==> src/edge_count_pkg.sv <==
// edge_count_pkg: constants and carriers for the counter-mode input interrupt unit
// assumes: single clock domain, one command strobe from the controlling program
//
// Functional notes
// program must issue mask-set command before any counting or interrupt happens
// each mask-set setting is latched on one issue and stays in effect
// program should issue each command once, on a rising condition
// after reset every input counts rising edges
// program may skip edge select when rising edges are wanted
// configuration is edge select then direction/enable for the same input
// inputs 0..7 dispatch interrupt tasks 140..147 when count condition met
// every interrupt task program ends with a task-end instruction
// reduced-I/O variant has no input interrupts 2 and 3
// edge 0 rising 1 falling; enable 2 down, 3 up; selectors 110-117, 100-107
// each input counts selected edges, fires its task when count reaches set value
// count direction selectable up or down by the mask-set command
// combined input pulse rate across all inputs stays at or below 5 kHz
// 16-bit set value per input plus separate present-value word
package edge_count_pkg;

    localparam int NUM_INPUTS = 8;
    localparam int COUNT_W = 16;
    localparam int TASK_W = 8;

    // command selector and operand encodings
    localparam logic [7:0] SEL_EDGE_BASE = 8'h6e;   // 110
    localparam logic [7:0] SEL_ENABLE_BASE = 8'h64; // 100
    localparam logic [15:0] OP_EDGE_RISE = 16'h0000;
    localparam logic [15:0] OP_EDGE_FALL = 16'h0001;
    localparam logic [15:0] OP_START_DOWN = 16'h0002;
    localparam logic [15:0] OP_START_UP = 16'h0003;
    localparam logic [7:0] TASK_BASE = 8'h8c;       // task 140

    // reset values
    localparam logic RST_EDGE_FALL = 1'b0;          // rising by default
    localparam logic RST_ENABLE = 1'b0;
    localparam logic RST_COUNT_UP = 1'b0;
    localparam logic [15:0] RST_PRESENT = 16'h0000;

    // mask-set command as issued by the controlling program
    typedef struct packed {
        logic [7:0] selector;
        logic [15:0] operand;
    } mask_cmd_t;

    // task dispatch toward the task scheduler
    typedef struct packed {
        logic valid;
        logic [7:0] task_num;
    } task_req_t;

endpackage : edge_count_pkg

==> src/edge_count_input_interrupt.sv <==
// edge_count_input_interrupt: eight counter-mode input interrupts
// assumes: pins are asynchronous; command and set values come from core_clk logic
`timescale 1ns/10ps
`default_nettype none
module edge_count_input_interrupt
#(
    parameter bit REDUCED_IO = 1'b0
)
(
    // clock and reset
    input wire logic core_clk,
    input wire logic rst_n,
    input wire logic clk_en,
    // mask-set command strobe
    input wire logic cmd_valid,
    input wire edge_count_pkg::mask_cmd_t cmd,
    // set values, 16 bits per input
    input wire logic [127:0] set_values,
    // interrupt input pins
    input wire logic [7:0] irq_pins,
    // results
    output logic [127:0] present_values,
    output edge_count_pkg::task_req_t task_req,
    output logic cmd_error
);

    ////////////////////////////////////////////////////////////////////////////
    // pin synchronisers

    logic [7:0] pin_meta;
    logic [7:0] pin_sync;

    // two flops per pin, cleared low (the idle level) so reset leaves no false edge
    // only the second stage is read by the channels
    always_ff @(posedge core_clk or negedge rst_n)
    begin
        if (!rst_n)
        begin
            pin_meta <= 8'h00;
            pin_sync <= 8'h00;
        end
        else if (clk_en)
        begin
            pin_meta <= irq_pins;
            pin_sync <= pin_meta;
        end
    end

    ////////////////////////////////////////////////////////////////////////////
    // command decode and configuration latches

    logic [7:0] edge_fall;
    logic [7:0] count_up;
    logic [7:0] enable;
    logic [7:0] restart;
    logic [7:0] next_edge_fall;
    logic [7:0] next_count_up;
    logic [7:0] next_enable;
    logic [7:0] next_restart;
    logic next_cmd_error;

    // true when the input exists on this variant
    function automatic logic input_present(input logic [2:0] idx);
        input_present = !(REDUCED_IO && (idx == 3'h2 || idx == 3'h3));
    endfunction

    // distance of a selector from the first code of its group
    function automatic logic [7:0] sel_offset(input logic [7:0] sel, input logic [7:0] base);
        sel_offset = sel - base;
    endfunction

    // offset names one of the eight inputs and that input exists here
    function automatic logic sel_hits(input logic [7:0] off);
        sel_hits = (off < 8'h08) && input_present(off[2:0]);
    endfunction

    // operand starts counting, down or up
    function automatic logic op_is_start(input logic [15:0] op);
        op_is_start = (op == edge_count_pkg::OP_START_DOWN)
            || (op == edge_count_pkg::OP_START_UP);
    endfunction

    // decode one command per taken edge; a selector below its base wraps high and misses
    // a refused command leaves every setting alone, except a bad enable operand
    always_comb
    begin
        logic [7:0] edge_off;
        logic [7:0] en_off;
        edge_off = sel_offset(cmd.selector, edge_count_pkg::SEL_EDGE_BASE);
        en_off = sel_offset(cmd.selector, edge_count_pkg::SEL_ENABLE_BASE);
        next_edge_fall = edge_fall;
        next_count_up = count_up;
        next_enable = enable;
        next_restart = 8'h00;
        next_cmd_error = 1'b0;
        if (cmd_valid)
        begin
            if (sel_hits(edge_off))
            begin
                // edge choice held until changed
                if (cmd.operand == edge_count_pkg::OP_EDGE_RISE)
                    next_edge_fall[edge_off[2:0]] = 1'b0;
                else if (cmd.operand == edge_count_pkg::OP_EDGE_FALL)
                    next_edge_fall[edge_off[2:0]] = 1'b1;
                else
                    next_cmd_error = 1'b1;
            end
            else if (sel_hits(en_off))
            begin
                if (op_is_start(cmd.operand))
                begin
                    next_enable[en_off[2:0]] = 1'b1;
                    next_count_up[en_off[2:0]] = cmd.operand[0];
                    next_restart[en_off[2:0]] = 1'b1;
                end
                else
                begin
                    next_enable[en_off[2:0]] = 1'b0;
                    next_cmd_error = 1'b1;
                end
            end
            else
            begin
                next_cmd_error = 1'b1;
            end
        end
    end

    // settings stay latched until the next command or a reset
    // restart is a one-cycle pulse toward the channel
    always_ff @(posedge core_clk or negedge rst_n)
    begin
        if (!rst_n)
        begin
            edge_fall <= {8{edge_count_pkg::RST_EDGE_FALL}};
            count_up <= {8{edge_count_pkg::RST_COUNT_UP}};
            enable <= {8{edge_count_pkg::RST_ENABLE}};
            restart <= 8'h00;
            cmd_error <= 1'b0;
        end
        else if (clk_en)
        begin
            edge_fall <= next_edge_fall;
            count_up <= next_count_up;
            enable <= next_enable;
            restart <= next_restart;
            cmd_error <= next_cmd_error;
        end
    end

    ////////////////////////////////////////////////////////////////////////////
    // counting channels

    logic [7:0] hit;

    // one channel per input
    // absent inputs of the reduced variant are never enabled, so they stay idle
    genvar gi;
    generate
        for (gi = 0; gi < 8; gi++)
        begin : g_ch
            edge_channel u_ch
            (
                .core_clk(core_clk),
                .rst_n(rst_n),
                .clk_en(clk_en),
                .edge_fall(edge_fall[gi]),
                .count_up(count_up[gi]),
                .enable(enable[gi]),
                .restart(restart[gi]),
                .set_value(set_values[gi*16 +: 16]),
                .pin_sync(pin_sync[gi]),
                .present(present_values[gi*16 +: 16]),
                .hit(hit[gi])
            );
        end
    endgenerate

    ////////////////////////////////////////////////////////////////////////////
    // task dispatch: pending hits served lowest input first, one per cycle

    logic [7:0] pending;
    logic [7:0] next_pending;
    edge_count_pkg::task_req_t next_task_req;

    // lowest input first, one task per cycle
    // a fresh hit on the input being served stays queued, so neither hit is lost
    always_comb
    begin
        logic [7:0] work;
        logic found;
        work = pending | hit;
        found = 1'b0;
        next_pending = work;
        next_task_req = '0;
        for (int i = 0; i < 8; i++)
        begin
            if (!found && work[i])
            begin
                found = 1'b1;
                next_pending[i] = pending[i] & hit[i];
                next_task_req.valid = 1'b1;
                next_task_req.task_num = edge_count_pkg::TASK_BASE + 8'(i);
            end
        end
    end

    // queue of waiting hits and the task request
    // the request is a registered one-cycle pulse
    always_ff @(posedge core_clk or negedge rst_n)
    begin
        if (!rst_n)
        begin
            pending <= 8'h00;
            task_req <= '0;
        end
        else if (clk_en)
        begin
            pending <= next_pending;
            task_req <= next_task_req;
        end
    end

endmodule // edge_count_input_interrupt
`default_nettype wire

==> src/edge_channel.sv <==
// edge_channel: one counter-mode input, edge detect, count and match
// assumes: input already synchronised to core_clk, config held by the parent
`timescale 1ns/10ps
`default_nettype none
module edge_channel
(
    // clock and reset
    input wire logic core_clk,
    input wire logic rst_n,
    input wire logic clk_en,
    // configuration
    input wire logic edge_fall,
    input wire logic count_up,
    input wire logic enable,
    input wire logic restart,
    input wire logic [15:0] set_value,
    // pin level, synchronised
    input wire logic pin_sync,
    // results
    output logic [15:0] present,
    output logic hit
);

    logic prev_pin;
    logic [15:0] next_present;
    logic next_prev_pin;
    logic next_hit;
    logic edge_seen;

    // edge detect, count and compare to set value
    always_comb
    begin
        next_prev_pin = pin_sync;
        edge_seen = edge_fall ? (prev_pin & ~pin_sync) : (~prev_pin & pin_sync);
        next_present = present;
        next_hit = 1'b0;
        if (restart)
        begin
            next_present = edge_count_pkg::RST_PRESENT;
        end
        else if (enable && edge_seen)
        begin
            next_present = count_up ? present + 16'h0001 : present - 16'h0001;
            if (next_present == set_value)
            begin
                next_hit = 1'b1;
                next_present = edge_count_pkg::RST_PRESENT;
            end
        end
    end

    // registers only; all state frozen while clk_en is low
    always_ff @(posedge core_clk or negedge rst_n)
    begin
        if (!rst_n)
        begin
            prev_pin <= 1'b0;
            present <= edge_count_pkg::RST_PRESENT;
            hit <= 1'b0;
        end
        else if (clk_en)
        begin
            prev_pin <= next_prev_pin;
            present <= next_present;
            hit <= next_hit;
        end
    end

endmodule // edge_channel
`default_nettype wire

==> config.mk <==
export PLATFORM = sky130hd
export DESIGN_NAME = edge_count_input_interrupt
export DESIGN_NICKNAME = d
export VERILOG_FILES = /design/src/edge_count_pkg.sv /design/src/edge_count_input_interrupt.sv /design/src/edge_channel.sv
export SDC_FILE = /design/constraint.sdc
export NUM_CORES = 1
export LEC_CHECK = 0
export BUFFER_PORTS_ARGS = -buffer_cell sky130_fd_sc_hd__buf_2
export CAP_MARGIN = 10
export CORE_ASPECT_RATIO = 1.2
export CORE_MARGIN = 4
export CORE_UTILIZATION = 58
export CTS_CLUSTER_SIZE = 12
export DETAILED_ROUTE_END_ITERATION = 10
export PLACE_DENSITY = 0.93
export SLEW_MARGIN = 20
export SYNTH_ARGS = -nofsm -noshare
export SYNTH_HDL_FRONTEND = slang
export SYNTH_SLANG_ARGS = --single-unit
==> constraint.sdc <==
create_clock -name core_clk -period 5.2 [get_ports core_clk]
set_input_delay 1.04 -clock core_clk [delete_from_list [all_inputs] [get_ports core_clk]]
set_output_delay 1.04 -clock core_clk [all_outputs]
set_load 0.005 [all_outputs]
==> results.py <==
metrics = {
    "status": {
        "status": "complete, no violations",
    },
    "logic_synthesis": {
        "post_synth_num_cell_types": 93,
        "synth_compound_area_share_pct": 24.4,
        "syn_avg_cell_area_um2": 8.73,
        "synthAdderAreaFrac_pct": 8.96,
        "synthArstFlopShare_pct": 100,
        "yosysWarnings": 0,
        "yosysMostFrequentCell": "dfrtp_1",
        "synth_top_family_by_area": "compound AO/OA/AOI/OAI gates",
        "synth_xor_area_share_pct": 12.2,
        "yosys.area.top_type": "dfrtp_1",
        "synth_mux_area_share_pct": 3.65,
        "synthCells": 2029,
        "synth_top_area_share_pct": 29.1,
        "synthSimpleGateAreaFrac_pct": 17.9,
        "synth_area_um2": 17700,
        "ys_seq_area_share_pct": 29.1,
        "ys.flop_type": "dfrtp_1",
        "synth-edff-count": 0,
        "synth_common_cells": "dfrtp_1 (206), nand2_1 (195), a21oi_1 (137), nor2_1 (131), xnor2_1 (123)",
        "synth_top_cells_by_area": "dfrtp_1 (29%), ha_1 (8.1%), xnor2_1 (6.1%)",
        "ys_ff_latch": 206,
    },
    "critical_path": {
        "cp_top_family": "compound AO/OA/AOI/OAI gates",
        "cp_slowest_cell": "or4_1",
        "cp_slowest_stage_delay_ns": 0.56,
        "cp_num_cells": 10,
        "critPathBufInv": 1,
        "r2r_cells": 10,
        "crit_chain": "inv_1, ha_1, a21oi_1, o21ai_1, a41oi_1, xnor3_1, or4_1, nor4_1, a21boi_1, a32o_1",
        "worstReg2RegStart": "count_up[5]$_DFFE_PN0P_",
        "worst_setup_path_end_kind": "register",
        "cp-startpoint": "count_up[5]$_DFFE_PN0P_",
        "required_ns": 5.62,
        "worstPathArrival_ns": 4.81,
        "r2r-end": "g_ch[5].u_ch.present[9]$_DFFE_PN0P_",
        "cp-endpoint": "g_ch[5].u_ch.present[9]$_DFFE_PN0P_",
        "reg2reg_slack_ns": 0.81,
        "setup.worst_path.class": "register to register",
        "worstPathMaxFanout": 16,
        "setup.worst_path.start_class": "register",
    },
    "routing": {
        "drtPass1Iterations": 7,
        "vias_per_cell": 6.44,
        "wl_um": 52300,
        "dr.first_iter.drc_count": 1647,
        "wire_per_inst_um": 19.5,
        "ant_nets": 0,
        "vias": 17300,
        "route.detailed.drc": 0,
    },
    "timing": {
        "finalHoldViolCount": 0,
        "fin_skew_ns": 0.0179,
        "relSlewSlack_pct": 31.4,
        "tns_ns": 0,
        "min_period_ns": 4.39,
        "slew_violations": 0,
        "fmax_mhz": 228,
        "rsz0062_at_grt": "no",
        "setup-violations-final": 0,
        "fin_crit_sh_pct": 84.5,
        "tightest_slew_ns": 1.03,
        "whs_ns": 0.452,
    },
    "clock_tree": {
        "cts_resized": 0,
        "htree_levels": 1,
        "postCtsHoldBufs": 0,
        "cts_made_buffers": 25,
        "cts.sinks": 206,
        "root_buffer": "clkbuf_16",
        "cts_tree": "done",
        "post_cts_buffers": 0,
        "clkSlewWorstSetupHoldPaths_ns": 0.06,
        "worstSkewPairLatency_ns": 0.54,
        "clk_path_buf_depth": 3,
    },
    "floorplanning": {
        "die_w_um": 167,
        "die-area_um2": 33400,
        "ios": 302,
        "dieHeight_um": 199,
        "fp-row-count": 69,
        "start_util_pct": 59.3,
        "core_region_area_um2": 29900,
    },
    "power_and_ir_drop": {
        "power.density_nw_per_um2": 213,
        "power_leakage_nw": 9.78,
        "fin_total_pwr_mw": 4.33,
        "ir_drop_uv": 226,
    },
    "global_route": {
        "grt-ovfl-total": 0,
        "antenna_found_initial": 10,
        "grt_pass1_wl_um": 83100,
        "track_usage_pct": 29.6,
        "grt_max_degree": 133,
        "first_global_vias": 16800,
    },
    "finish": {
        "fillers": 2444,
        "drive_gt1_share_pct": 18.9,
        "syn2layout_area_growth_pct": 15.0,
        "fin_util_pct": 68.2,
        "fin_area_um2": 20400,
        "nNetsFinal": 2558,
    },
    "worst_hold_path": {
        "hp-class": "input port to async pin",
    },
    "placement": {
        "io_buffers": 299,
        "place_congestion": 0.976,
        "placed_area_um2": 19400,
        "hpwl_um": 39000,
    },
    "job": {
        "maxCapViolations": 0,
    },
}
==> area by class of cell <==
| class | count | area, µm² | area share (%) |
|---|---|---|---|
| Multi-Input combinational cell | 1657 | 11900 | 58.4 |
| Sequential cell | 206 | 5150 | 25.3 |
| Timing Repair Buffer | 311 | 1630 | 8.00 |
| Clock buffer | 36 | 757 | 3.72 |
| Tap cell | 390 | 488 | 2.40 |
| Inverter | 71 | 267 | 1.31 |
| Clock inverter | 8 | 151 | 0.743 |
| Antenna cell | 6 | 15.0 | 0.0737 |
==> stage by stage <==
stage	instances	worst slack, ns
after floorplan	2030	1.57
after global placement	2634	1.02
after detailed placement	2634	0.880
after CTS	2678	0.861
after global routing	2684	0.513
final	2685	0.807
==> per-layer routing <==
layer / GRT usage (%) / part of all wire [%]
met5: 0 / 0.10
met4: 13.3 / 4.3
met3: 3.90 / 6.7
met2: 51.6 / 49
met1: 37.0 / 39
==> registers in the layout, indices dropped and copies added (netlist names), named ones only <==
register and count:
g_ch.u_ch.prev_pin 8, g_ch.u_ch.hit 8, pin_sync 8, cmd_error 1
count_up 8, restart 8, task_req 5, pin_meta 8
g_ch.u_ch.present 128, pending 8
==> logic make-up (layout without fill, tap and decap cells) <==
| group | count (synthesis) | after routing |
|---|---|---|
| flops | 206 | 206 |
| mux | 57 | 57 |
| fa+ha+maj | 122 | 122 |
| xor+xnor | 218 | 218 |
| simple gates | 638 | 638 |
| compound gates | 620 | 620 |
| buf+inv | 167 | 426 |
| other cells | 1 | 8 |
==> placed cells by master (no fill, tap or decap), types with 71 or more instances in the layout <==
| cell type | count |
|---|---|
| ha_1 | 114 |
| xor2_1 | 77 |
| nor2_1 | 131 |
| o21ai_0 | 102 |
| xnor2_1 | 123 |
| nand2_1 | 195 |
| dfrtp_1 | 206 |
| a21oi_1 | 137 |
| buf_2 | 298 |
| inv_1 | 71 |
==> where the power goes <==
| part | leakage, nW | total (mW) | internal [mW] | switching [mW] |
|---|---|---|---|---|
| clock | 0.437 | 1.94 | 1.21 | 0.736 |
| combinational | 6.62 | 0.697 | 0.311 | 0.386 |
| sequential | 2.73 | 1.70 | 1.65 | 0.0457 |
==> how the worst min path moves through the flow <==
stage | start | endpoint | slack (ns) | cells after the start
after floorplan | restart[4]$_DFFE_PN0P_ | restart[4]$_DFFE_PN0P_ | 0.47 | 1
after global placement | task_req[1]$_DFFE_PN0P_ | task_req[1]$_DFFE_PN0P_ | 0.48 | 1
after detailed placement | restart[4]$_DFFE_PN0P_ | restart[4]$_DFFE_PN0P_ | 0.49 | 1
after CTS | restart[4]$_DFFE_PN0P_ | restart[4]$_DFFE_PN0P_ | 0.50 | 1
after global routing | rst_n | g_ch[3].u_ch.present[10]$_DFFE_PN0P_ | 0.49 | 1
final | rst_n | g_ch[3].u_ch.present[10]$_DFFE_PN0P_ | 0.45 | 1
No activity file was read; power rests on OpenSTA's default activity.
